### src/hw/hcd_pkg.sv
package hcd_pkg;
    // ------------------------------------------------------------
    // descriptor layout
    // ------------------------------------------------------------
    localparam int unsigned HCD_TOTAL_LEN  = 25;
    localparam int unsigned HCD_IDX_W      = 5;
    localparam logic [4:0]  HCD_TYPE_OFS   = 5'h01;
    localparam logic [4:0]  HCD_IVAL_OFS   = 5'h18;
    localparam logic [4:0]  HCD_CFG_LEN_OFS    = 5'h00;
    localparam logic [4:0]  HCD_TOTAL_LO_OFS   = 5'h02;
    localparam logic [4:0]  HCD_TOTAL_HI_OFS   = 5'h03;
    localparam logic [4:0]  HCD_NUM_IF_OFS     = 5'h04;
    localparam logic [4:0]  HCD_CFG_VALUE_OFS  = 5'h05;
    localparam logic [4:0]  HCD_CFG_STR_OFS    = 5'h06;
    localparam logic [4:0]  HCD_CFG_ATTR_OFS   = 5'h07;
    localparam logic [4:0]  HCD_MAX_POWER_OFS  = 5'h08;
    localparam logic [4:0]  HCD_IF_LEN_OFS     = 5'h09;
    localparam logic [4:0]  HCD_IF_TYPE_OFS    = 5'h0a;
    localparam logic [4:0]  HCD_IF_NUM_OFS     = 5'h0b;
    localparam logic [4:0]  HCD_IF_ALT_OFS     = 5'h0c;
    localparam logic [4:0]  HCD_IF_NUM_EP_OFS  = 5'h0d;
    localparam logic [4:0]  HCD_IF_CLASS_OFS   = 5'h0e;
    localparam logic [4:0]  HCD_IF_SUB_OFS     = 5'h0f;
    localparam logic [4:0]  HCD_IF_PROTO_OFS   = 5'h10;
    localparam logic [4:0]  HCD_IF_STR_OFS     = 5'h11;
    localparam logic [4:0]  HCD_EP_LEN_OFS     = 5'h12;
    localparam logic [4:0]  HCD_EP_TYPE_OFS    = 5'h13;
    localparam logic [4:0]  HCD_EP_ADDR_OFS    = 5'h14;
    localparam logic [4:0]  HCD_EP_ATTR_OFS    = 5'h15;
    localparam logic [4:0]  HCD_MPS_LO_OFS     = 5'h16;
    localparam logic [4:0]  HCD_MPS_HI_OFS     = 5'h17;
    localparam logic [7:0]  HCD_CFG_LEN    = 8'h09;
    localparam logic [7:0]  HCD_CFG_TYPE   = 8'h02;
    localparam logic [7:0]  HCD_OSC_TYPE   = 8'h07;
    localparam logic [7:0]  HCD_TOTAL_LO   = 8'h19;
    localparam logic [7:0]  HCD_TOTAL_HI   = 8'h00;
    localparam logic [7:0]  HCD_NUM_IF     = 8'h01;
    localparam logic [7:0]  HCD_CFG_VALUE  = 8'h01;
    localparam logic [7:0]  HCD_CFG_STR    = 8'h00;
    localparam logic [7:0]  HCD_CFG_ATTR   = 8'he0;
    localparam logic [7:0]  HCD_MAX_POWER  = 8'h00;
    localparam logic [7:0]  HCD_IF_LEN     = 8'h09;
    localparam logic [7:0]  HCD_IF_TYPE    = 8'h04;
    localparam logic [7:0]  HCD_IF_NUM     = 8'h00;
    localparam logic [7:0]  HCD_IF_ALT     = 8'h00;
    localparam logic [7:0]  HCD_IF_NUM_EP  = 8'h01;
    localparam logic [7:0]  HCD_IF_CLASS   = 8'h09;
    localparam logic [7:0]  HCD_IF_SUB     = 8'h00;
    localparam logic [7:0]  HCD_IF_PROTO   = 8'h00;
    localparam logic [7:0]  HCD_IF_STR     = 8'h00;
    localparam logic [7:0]  HCD_EP_LEN     = 8'h07;
    localparam logic [7:0]  HCD_EP_TYPE    = 8'h05;
    localparam logic [7:0]  HCD_EP_ADDR    = 8'h81;
    localparam logic [7:0]  HCD_EP_ATTR    = 8'h03;
    localparam logic [7:0]  HCD_EP_MPS_LO  = 8'h01;
    localparam logic [7:0]  HCD_EP_MPS_HI  = 8'h00;
    localparam logic [7:0]  HCD_IVAL_FS    = 8'hff;
    localparam logic [7:0]  HCD_IVAL_HS    = 8'h0c;

    typedef enum logic [2:0] {
        HCD_IDLE = 3'b001,
        HCD_SEND = 3'b010,
        HCD_DONE = 3'b100
    } hcd_state_e;
endpackage : hcd_pkg

### src/hw/hcd_desc.sv
module hcd_desc (
    input  wire logic        mclk_i,
    input  wire logic        reset_n_i,
    input  wire logic        req_i,
    input  wire logic        req_other_i,
    input  wire logic [15:0] req_len_i,
    input  wire logic        high_speed_i,
    input  wire logic        ready_i,
    output logic             valid_o,
    output logic       [7:0] data_o,
    output logic             last_o,
    output logic             busy_o
);
    import hcd_pkg::*;

    // ------------------------------------------------------------
    // state
    // ------------------------------------------------------------
    hcd_state_e       state;
    hcd_state_e       next_state;
    logic       [4:0] index;
    logic       [4:0] count;
    logic             other;
    logic             speed;

    wire logic [7:0]  rom_byte;
    wire logic        start;
    wire logic        take;
    wire logic        final_beat;
    wire logic [4:0]  clip_len;
    wire logic [4:0]  next_index;

    // truncate to the smaller of request and descriptor set
    assign clip_len   = (req_len_i > 16'(HCD_TOTAL_LEN)) ? 5'(HCD_TOTAL_LEN)
                                                        : req_len_i[4:0];
    assign start      = (state == HCD_IDLE) && req_i && (req_len_i != 16'h0000);
    assign take       = valid_o && ready_i;
    assign final_beat = (index + 5'd1 == count);
    assign next_index = start ? 5'd0 : (take ? index + 5'd1 : index);

    hcd_rom u_rom (
        .index_i       (next_index),
        .high_speed_i  (start ? high_speed_i : speed),
        .other_speed_i (start ? req_other_i : other),
        .byte_o        (rom_byte)
    );

    // ------------------------------------------------------------
    // sequencer
    // ------------------------------------------------------------
    always_comb begin
        next_state = state;
        case (state)
            HCD_IDLE: begin
                if (start) begin
                    next_state = HCD_SEND;
                end
            end
            HCD_SEND: begin
                if (take && final_beat) begin
                    next_state = HCD_DONE;
                end
            end
            HCD_DONE: begin
                next_state = HCD_IDLE;
            end
            default: begin
                next_state = HCD_IDLE;
            end
        endcase
    end

    always_ff @(posedge mclk_i) begin
        if (!reset_n_i) begin
            state <= HCD_IDLE;
            index <= 5'd0;
            count <= 5'd0;
            other <= 1'b0;
            speed <= 1'b0;
        end else begin
            state <= next_state;
            index <= next_index;
            if (start) begin
                count <= clip_len;
                other <= req_other_i;
                speed <= high_speed_i;
            end
        end
    end

    // ------------------------------------------------------------
    // registered outputs
    // ------------------------------------------------------------
    always_ff @(posedge mclk_i) begin
        if (!reset_n_i) begin
            valid_o <= 1'b0;
            data_o  <= 8'h00;
            last_o  <= 1'b0;
            busy_o  <= 1'b0;
        end else begin
            busy_o <= (next_state != HCD_IDLE);
            if (start) begin
                valid_o <= 1'b1;
                data_o  <= rom_byte;
                last_o  <= (clip_len == 5'd1);
            end else if (take) begin
                valid_o <= !final_beat;
                data_o  <= final_beat ? 8'h00 : rom_byte;
                last_o  <= (index + 5'd2 == count);
            end
        end
    end

    // ------------------------------------------------------------
    // checks: configuration descriptor
    // ------------------------------------------------------------
    // byte checks sample on the taking edge, while the byte still stands on data_o
    a_cfg_head_len: assert property (@(posedge mclk_i) disable iff (!reset_n_i)
        take && index == HCD_CFG_LEN_OFS
        |-> data_o == HCD_CFG_LEN)
        else $error("descriptor does not open with length 09");
    // the other-speed reply differs from the normal one only in this byte
    a_cfg_type_sel: assert property (@(posedge mclk_i) disable iff (!reset_n_i)
        take && index == HCD_TYPE_OFS
        |-> data_o == (other ? HCD_OSC_TYPE : HCD_CFG_TYPE))
        else $error("configuration type byte wrong");
    a_total_len_lo: assert property (@(posedge mclk_i) disable iff (!reset_n_i)
        take && index == HCD_TOTAL_LO_OFS
        |-> data_o == HCD_TOTAL_LO)
        else $error("total length low byte wrong");
    a_total_len_hi: assert property (@(posedge mclk_i) disable iff (!reset_n_i)
        take && index == HCD_TOTAL_HI_OFS
        |-> data_o == HCD_TOTAL_HI)
        else $error("total length high byte wrong");
    a_num_ifaces: assert property (@(posedge mclk_i) disable iff (!reset_n_i)
        take && index == HCD_NUM_IF_OFS
        |-> data_o == HCD_NUM_IF)
        else $error("interface count byte wrong");
    a_cfg_value: assert property (@(posedge mclk_i) disable iff (!reset_n_i)
        take && index == HCD_CFG_VALUE_OFS
        |-> data_o == HCD_CFG_VALUE)
        else $error("configuration value byte wrong");
    a_cfg_string: assert property (@(posedge mclk_i) disable iff (!reset_n_i)
        take && index == HCD_CFG_STR_OFS
        |-> data_o == HCD_CFG_STR)
        else $error("configuration string index wrong");
    a_attr_byte: assert property (@(posedge mclk_i) disable iff (!reset_n_i)
        take && index == HCD_CFG_ATTR_OFS
        |-> data_o == HCD_CFG_ATTR)
        else $error("attributes byte wrong");
    a_max_power: assert property (@(posedge mclk_i) disable iff (!reset_n_i)
        take && index == HCD_MAX_POWER_OFS
        |-> data_o == HCD_MAX_POWER)
        else $error("maximum power byte wrong");

    // ------------------------------------------------------------
    // checks: interface descriptor
    // ------------------------------------------------------------
    a_if_len: assert property (@(posedge mclk_i) disable iff (!reset_n_i)
        take && index == HCD_IF_LEN_OFS
        |-> data_o == HCD_IF_LEN)
        else $error("interface length byte wrong");
    a_if_type: assert property (@(posedge mclk_i) disable iff (!reset_n_i)
        take && index == HCD_IF_TYPE_OFS
        |-> data_o == HCD_IF_TYPE)
        else $error("interface type byte wrong");
    a_if_number: assert property (@(posedge mclk_i) disable iff (!reset_n_i)
        take && index == HCD_IF_NUM_OFS
        |-> data_o == HCD_IF_NUM)
        else $error("interface number byte wrong");
    a_if_alt: assert property (@(posedge mclk_i) disable iff (!reset_n_i)
        take && index == HCD_IF_ALT_OFS
        |-> data_o == HCD_IF_ALT)
        else $error("alternate setting byte wrong");
    a_if_num_ep: assert property (@(posedge mclk_i) disable iff (!reset_n_i)
        take && index == HCD_IF_NUM_EP_OFS
        |-> data_o == HCD_IF_NUM_EP)
        else $error("endpoint count byte wrong");
    a_if_class: assert property (@(posedge mclk_i) disable iff (!reset_n_i)
        take && index == HCD_IF_CLASS_OFS
        |-> data_o == HCD_IF_CLASS)
        else $error("interface class byte wrong");
    a_if_subclass: assert property (@(posedge mclk_i) disable iff (!reset_n_i)
        take && index == HCD_IF_SUB_OFS
        |-> data_o == HCD_IF_SUB)
        else $error("interface subclass byte wrong");
    a_if_proto: assert property (@(posedge mclk_i) disable iff (!reset_n_i)
        take && index == HCD_IF_PROTO_OFS
        |-> data_o == HCD_IF_PROTO)
        else $error("interface protocol byte wrong");
    a_if_string: assert property (@(posedge mclk_i) disable iff (!reset_n_i)
        take && index == HCD_IF_STR_OFS
        |-> data_o == HCD_IF_STR)
        else $error("interface string index wrong");

    // ------------------------------------------------------------
    // checks: endpoint descriptor
    // ------------------------------------------------------------
    a_ep_len: assert property (@(posedge mclk_i) disable iff (!reset_n_i)
        take && index == HCD_EP_LEN_OFS
        |-> data_o == HCD_EP_LEN)
        else $error("endpoint length byte wrong");
    a_ep_type: assert property (@(posedge mclk_i) disable iff (!reset_n_i)
        take && index == HCD_EP_TYPE_OFS
        |-> data_o == HCD_EP_TYPE)
        else $error("endpoint type byte wrong");
    a_ep_addr: assert property (@(posedge mclk_i) disable iff (!reset_n_i)
        take && index == HCD_EP_ADDR_OFS
        |-> data_o == HCD_EP_ADDR)
        else $error("endpoint address wrong");
    a_ep_attr: assert property (@(posedge mclk_i) disable iff (!reset_n_i)
        take && index == HCD_EP_ATTR_OFS
        |-> data_o == HCD_EP_ATTR)
        else $error("endpoint attributes byte wrong");
    a_mps_lo: assert property (@(posedge mclk_i) disable iff (!reset_n_i)
        take && index == HCD_MPS_LO_OFS
        |-> data_o == HCD_EP_MPS_LO)
        else $error("packet size low byte wrong");
    a_mps_hi: assert property (@(posedge mclk_i) disable iff (!reset_n_i)
        take && index == HCD_MPS_HI_OFS
        |-> data_o == HCD_EP_MPS_HI)
        else $error("packet size high byte wrong");
    // interval follows the speed latched at request, not the live pin
    a_poll_ival: assert property (@(posedge mclk_i) disable iff (!reset_n_i)
        take && index == HCD_IVAL_OFS
        |-> data_o == (speed ? HCD_IVAL_HS : HCD_IVAL_FS))
        else $error("polling interval wrong for speed");

    // ------------------------------------------------------------
    // checks: reply framing
    // ------------------------------------------------------------
    // a reply opens one cycle after the request and stops at the clipped length
    a_start_valid: assert property (@(posedge mclk_i) disable iff (!reset_n_i)
        start
        |=> valid_o && index == HCD_CFG_LEN_OFS && busy_o && data_o == HCD_CFG_LEN)
        else $error("reply did not start one cycle after request");
    a_trunc_end: assert property (@(posedge mclk_i) disable iff (!reset_n_i)
        take && last_o
        |-> index + 5'h01 == count ##1 !valid_o)
        else $error("reply not ended at requested length");
    a_zero_len: assert property (@(posedge mclk_i) disable iff (!reset_n_i)
        state == HCD_IDLE && req_i && req_len_i == 16'h0000
        |=> !valid_o && !busy_o)
        else $error("zero-length request produced a reply");
    a_clip_full: assert property (@(posedge mclk_i) disable iff (!reset_n_i)
        start && req_len_i > 16'(HCD_TOTAL_LEN)
        |=> count == 5'(HCD_TOTAL_LEN))
        else $error("long request not clipped to the descriptor set");
    a_clip_short: assert property (@(posedge mclk_i) disable iff (!reset_n_i)
        start && req_len_i <= 16'(HCD_TOTAL_LEN)
        |=> count == $past(req_len_i[4:0]))
        else $error("short request length not kept");

    // a refused byte must stand unchanged until the consumer takes it
    a_hold_stall: assert property (@(posedge mclk_i) disable iff (!reset_n_i)
        valid_o && !ready_i
        |=> valid_o && $stable(data_o) && $stable(last_o))
        else $error("byte changed while stalled");
    a_order_step: assert property (@(posedge mclk_i) disable iff (!reset_n_i)
        take && !last_o
        |=> valid_o && index == $past(index) + 5'h01)
        else $error("bytes not sent in offset order");
    a_idle_quiet: assert property (@(posedge mclk_i) disable iff (!reset_n_i)
        !valid_o
        |-> data_o == 8'h00 && !last_o)
        else $error("data or last shown without valid");
    a_last_valid: assert property (@(posedge mclk_i) disable iff (!reset_n_i)
        last_o
        |-> valid_o)
        else $error("last flag without a byte");
    a_busy_covers: assert property (@(posedge mclk_i) disable iff (!reset_n_i)
        valid_o
        |-> busy_o)
        else $error("byte offered while not busy");
    a_index_bound: assert property (@(posedge mclk_i) disable iff (!reset_n_i)
        valid_o
        |-> index < count)
        else $error("byte offered past the clipped length");

    // busy lingers one cycle after the last byte so a back-to-back request is refused
    a_done_busy: assert property (@(posedge mclk_i) disable iff (!reset_n_i)
        take && last_o
        |=> busy_o ##1 !busy_o)
        else $error("busy not released one cycle after the last byte");
    // a request while busy must not disturb the reply in flight
    a_req_refused: assert property (@(posedge mclk_i) disable iff (!reset_n_i)
        busy_o && req_i
        |=> $stable(count) && $stable(other) && $stable(speed))
        else $error("request accepted while busy");
endmodule : hcd_desc

### src/hw/hcd_rom.sv
module hcd_rom (
    input  wire logic [4:0] index_i,
    input  wire logic       high_speed_i,
    input  wire logic       other_speed_i,
    output logic      [7:0] byte_o
);
    import hcd_pkg::*;

    // ------------------------------------------------------------
    // table, the two speed-dependent bytes patched by the selects
    // ------------------------------------------------------------
    wire logic [7:0] rom [0:24];
    wire logic [7:0] ival;
    wire logic [7:0] ctype;

    assign ival  = high_speed_i ? HCD_IVAL_HS : HCD_IVAL_FS;
    assign ctype = other_speed_i ? HCD_OSC_TYPE : HCD_CFG_TYPE;

    assign rom[0]  = HCD_CFG_LEN;
    assign rom[1]  = ctype;
    assign rom[2]  = HCD_TOTAL_LO;
    assign rom[3]  = HCD_TOTAL_HI;
    assign rom[4]  = HCD_NUM_IF;
    assign rom[5]  = HCD_CFG_VALUE;
    assign rom[6]  = HCD_CFG_STR;
    assign rom[7]  = HCD_CFG_ATTR;
    assign rom[8]  = HCD_MAX_POWER;
    assign rom[9]  = HCD_IF_LEN;
    assign rom[10] = HCD_IF_TYPE;
    assign rom[11] = HCD_IF_NUM;
    assign rom[12] = HCD_IF_ALT;
    assign rom[13] = HCD_IF_NUM_EP;
    assign rom[14] = HCD_IF_CLASS;
    assign rom[15] = HCD_IF_SUB;
    assign rom[16] = HCD_IF_PROTO;
    assign rom[17] = HCD_IF_STR;
    assign rom[18] = HCD_EP_LEN;
    assign rom[19] = HCD_EP_TYPE;
    assign rom[20] = HCD_EP_ADDR;
    assign rom[21] = HCD_EP_ATTR;
    assign rom[22] = HCD_EP_MPS_LO;
    assign rom[23] = HCD_EP_MPS_HI;
    assign rom[24] = ival;

    assign byte_o = (index_i < 5'd25) ? rom[index_i] : 8'h00;
endmodule : hcd_rom

### config.mk
export PLATFORM = sky130hd
export DESIGN_NAME = hcd_desc
export DESIGN_NICKNAME = d
export VERILOG_FILES = /design/src/hw/hcd_pkg.sv /design/src/hw/hcd_desc.sv /design/src/hw/hcd_rom.sv
export SDC_FILE = /design/constraint.sdc
export NUM_CORES = 1
export LEC_CHECK = 0
export BUFFER_PORTS_ARGS = -buffer_cell sky130_fd_sc_hd__buf_2
export CAP_MARGIN = 5
export CORE_MARGIN = 5
export CORE_UTILIZATION = 35
export DETAILED_ROUTE_END_ITERATION = 6
export PLACE_DENSITY_LB_ADDON = 0.08
export REMOVE_ABC_BUFFERS = 1
export SYNTH_ARGS = -nofsm -noshare
export SYNTH_HDL_FRONTEND = slang
export SYNTH_SLANG_ARGS = --single-unit
### constraint.sdc
create_clock -name mclk_i -period 2.7 [get_ports mclk_i]
set_input_delay 0.27 -clock mclk_i [delete_from_list [all_inputs] [get_ports mclk_i]]
set_output_delay 0.27 -clock mclk_i [all_outputs]
set_load 0.02 [all_outputs]
==> reports/metrics.csv <==
stage,metric,value,unit
run_status,run status,"complete, no violations",
worst_setup_path,kind of capture point of the worst setup path,register,
floorplanning,width of the die,79.1,um
cts,Clock Tree Buf Depth,2,
drt,total via count after detailed routing,1631,
timing,setup TNS,0,ns
placed_design,quantity of I/O buffers inserted on ports,32,
final_layout,Layout area overhead,17.7,%
final_layout,number of inserted diodes,0,
floorplanning,Core Box Area,0.00469,mm^2
cts,clock buffer count from CTS,3,
final_layout,Final Non-Filler Cells,298,
global_routing,layer with the highest usage,met2,
logic_synthesis,average footprint of a synthesized cell,8.04,um^2
cts,"Setup Fix Bufs, Post-CTS",0,
placed_design,global placement routability congestion,0.835,
drt,routed via count divided by cell count,5.47,
worst_setup_path,maximum fanout count along the critical path,8,
floorplanning,number of core rows,25,
drt,drt drc,0,
power,maximum vdd ir drop,228,uV
global_routing,met2 capacity usage during global routing,23.8,%
global_routing,met1 usage in global routing,20.2,%
global_routing,largest net degree at the start of global routing,15,
logic_synthesis,Post-synth ARST share,0,%
power,combinational power share,20.2,%
final_layout,layout cell share with drive strength beyond 1,23.8,%
min_path,Hold Path Depth,3,
timing,portion of the clock cycle consumed by the worst path in the final layout,86.9,%
worst_setup_path,critical path startpoint,index[0],
floorplanning,initial standard-cell utilization of the core,35.7,%
worst_setup_path,worst setup path category,reg -> reg,
worst_setup_path,launching point of the worst reg2reg path,index[0],
min_path,Min-Delay Path Class,in -> reg,
power,clock power share,28.8,%
cts,cts repair resizes,0,
global_routing,first-pass GRT wire length,7.41,mm
drt,number of detailed-routing iterations run before antenna repair,4,
cts,worst skew pair latency,0.27,ns
drt,antenna-violating nets left,0,
timing,setup repair after global routing missed its margin,false,
power,Pwr per Cell Area,395,mW/mm^2
global_routing,met3 routing resource usage after global routing,3.40,%
logic_synthesis,cell accounting for the most synthesized area,sky130_fd_sc_hd__dfxtp_1,
timing,Clock Skew,0.00138,ns
cts,clock tree from TritonCTS,built,
global_routing,antenna violations before repair,0,
power,net switching power,0.000223,W
worst_setup_path,worst r2r path cells,10,
timing,highest clock rate,426,MHz
final_layout,Total Nets Final,273,
global_routing,number of global-route vias before repair,1586,
power,internal power contribution,0.000555,W
worst_setup_path,type of element launching the critical path,register,
cts,H-tree lvl count,1,
min_path,start point of the worst min-delay path,high_speed_i,
logic_synthesis,register bit count reported by yosys,25,
logic_synthesis,area of the mapped netlist,0.00167,mm^2
cts,clock tree root driver cell,sky130_fd_sc_hd__clkbuf_8,
logic_synthesis,synthesized instance count,208,
global_routing,aggregate global-route resource usage,14.7,%
logic_synthesis,area share of the largest cell type after synthesis,29.9,%
flow_run,count of maximum capacitance violations,0,
logic_synthesis,Yosys warning count,0,
worst_setup_path,arrival time of data at the critical path endpoint,2.50,ns
cts,hold buffers post-CTS,0,
logic_synthesis,count of cell types in the netlist,55,
cts,Clock transition at path regs,0.09,ns
final_layout,post-layout utilization of the core,41.9,%
floorplanning,Die H,79.1,um
placed_design,final HPWL from detailed placement,3.45,mm
floorplanning,total die area,0.00626,mm^2
worst_setup_path,required time at the worst-slack endpoint,2.86,ns
logic_synthesis,number of enable flip-flop cells after synthesis,0,
drt,post-DR wirelength/cell,14.7,um
drt,count of routing violations after the opening detailed-route iteration,101,
drt,drt total wl,4.39,mm
logic_synthesis,top_reg_cell synth,sky130_fd_sc_hd__dfxtp_1,
logic_synthesis,biggest area contributors in the synthesized netlist,"sky130_fd_sc_hd__dfxtp_1 30%, sky130_fd_sc_hd__nand2_1 6.3%, sky130_fd_sc_hd__nor2_1 4.7%",
timing,slew at the pin closest to its max-slew limit,0.565,ns
power,share of total power consumed by net switching,28.6,%
power,sequential share of power,50.9,%
timing,final setup violation count,0,
placed_design,dpl cells,294,
global_routing,final global-route overflow total,0,
timing,final slew viol count,0,
cts,count of clock tree sinks,25,
timing,relative slew slack,62.3,%
timing,final hold viol count,0,
logic_synthesis,sequential area share after synthesis,29.9,%
floorplanning,boundary pin count,33,
timing,shortest period the worst path allows,2.35,ns
power,leakage power,0.827,nW
cell usage after synthesis (3+ instances only):
library cell,number
sky130_fd_sc_hd__a21boi_0,3
sky130_fd_sc_hd__a21oi_1,10
sky130_fd_sc_hd__a22oi_1,3
sky130_fd_sc_hd__buf_2,6
sky130_fd_sc_hd__buf_4,3
sky130_fd_sc_hd__dfxtp_1,25
sky130_fd_sc_hd__ha_1,6
sky130_fd_sc_hd__inv_1,7
sky130_fd_sc_hd__nand2_1,28
sky130_fd_sc_hd__nand3_1,9
sky130_fd_sc_hd__nand4_1,5
sky130_fd_sc_hd__nor2_1,21
sky130_fd_sc_hd__nor3_1,3
sky130_fd_sc_hd__o211ai_1,5
sky130_fd_sc_hd__o21ai_0,6
sky130_fd_sc_hd__o22ai_1,5
sky130_fd_sc_hd__xnor2_1,9
sky130_fd_sc_hd__xor2_1,6
registers in the layout, indices dropped and copies added, names as in the netlist:
| name | count |
|---|---|
| valid_o | 1 |
| state | 3 |
| data_o | 7 |
| other | 1 |
| busy_o | 1 |
| index | 5 |
| count | 5 |
| last_o | 1 |
| speed | 1 |
layout make-up:
type | count | area [um^2]
Fill cell | 482 | 2720
Multi-Input combinational cell | 165 | 1090
Sequential cell | 25 | 500
Timing Repair Buffer | 43 | 243
Tap cell | 54 | 67.6
Clock buffer | 4 | 45.0
Inverter | 7 | 26.3
through the flow:
| stage | setup slack [ns] | hold WS [ns] | power [W] | cell area [um^2] |
|---|---|---|---|---|
| finish | 0.355 | 0.231 | 0.000778 | 1970 |
| global route | 0.194 | 0.224 | 0.000825 | 1970 |
| CTS | 0.395 | 0.223 | 0.000790 | 1970 |
| detailed placement | 0.171 | 0.452 | 0.000563 | 1920 |
| global placement | 0.220 | 0.450 | 0.000565 | 1920 |
| floorplan | 0.185 | 0.379 | 0.000501 | 1610 |
cells in the final DEF (no fill, tap or decap), types with 2 or more instances in the layout:
cell type                    n
sky130_fd_sc_hd__a211oi_2    2
sky130_fd_sc_hd__a21boi_0    3
sky130_fd_sc_hd__a21oi_1    10
sky130_fd_sc_hd__a22oi_1     3
sky130_fd_sc_hd__a31oi_1     2
sky130_fd_sc_hd__buf_2      32
sky130_fd_sc_hd__buf_4      11
sky130_fd_sc_hd__clkbuf_8    3
sky130_fd_sc_hd__dfxtp_1    25
sky130_fd_sc_hd__ha_1        6
sky130_fd_sc_hd__inv_1       7
sky130_fd_sc_hd__mux2i_1     2
sky130_fd_sc_hd__nand2_1    28
sky130_fd_sc_hd__nand2b_1    2
sky130_fd_sc_hd__nand3_1     9
sky130_fd_sc_hd__nand3b_1    2
sky130_fd_sc_hd__nand4_1     5
sky130_fd_sc_hd__nor2_1     21
sky130_fd_sc_hd__nor3_1      3
sky130_fd_sc_hd__nor4_1      2
sky130_fd_sc_hd__o2111ai_1   2
sky130_fd_sc_hd__o211ai_1    5
sky130_fd_sc_hd__o21ai_0     6
sky130_fd_sc_hd__o21ai_1     2
sky130_fd_sc_hd__o22ai_1     5
sky130_fd_sc_hd__or2_2       2
sky130_fd_sc_hd__xnor2_1     9
sky130_fd_sc_hd__xnor2_2     2
sky130_fd_sc_hd__xor2_1      6
logic make-up (layout without fill, tap and decap cells):
kind of cell	after synthesis	count (layout)	share of synthesized area, %
simple gates	87	87	26.0
compound gates	52	52	22.8
flops	25	25	29.9
buf+inv	18	54	5.16
xor+xnor	17	17	9.80
fa+ha+maj	6	6	4.49
mux	3	3	1.87
worst max-delay path, cell delays in order (launching register included):
cell and delay [ns]:
sky130_fd_sc_hd__dfxtp_1 0.52, sky130_fd_sc_hd__ha_1 0.34, sky130_fd_sc_hd__mux2_2 0.32, sky130_fd_sc_hd__nand2_1 0.14
sky130_fd_sc_hd__inv_1 0.09, sky130_fd_sc_hd__ha_1 0.28, sky130_fd_sc_hd__nand2_1 0.11, sky130_fd_sc_hd__a21o_1 0.12
sky130_fd_sc_hd__a31oi_1 0.08, sky130_fd_sc_hd__o211ai_1 0.16, sky130_fd_sc_hd__a21oi_1 0.08
routing by layer:
layer / up-vias / wire length, um / part of all wire [%]
li1: 824 / - / -
met1: 779 / 2240 / 51
met2: 24 / 1970 / 45
met3: 4 / 133 / 3.0
met4: 0 / 43 / 0.98
met5: - / 0 / 0
power by group through the flow:
stage / registers [W] / logic (W) / clock network (W)
after floorplan: 0.000413 / 0.0000880 / 0
after global placement: 0.000405 / 0.000160 / 0
after detailed placement: 0.000405 / 0.000158 / 0
after CTS: 0.000396 / 0.000158 / 0.000235
after global routing: 0.000399 / 0.000175 / 0.000250
final: 0.000396 / 0.000158 / 0.000225
final timing paths:
check / end / slack (ns)
setup / recovery: data_o[2] / 0.35
hold / removal: speed / 0.23
setup reg to reg: data_o[2] / 0.35
hold reg to reg: speed / 0.46
Note: power is estimated with default switching activity, not from simulation.
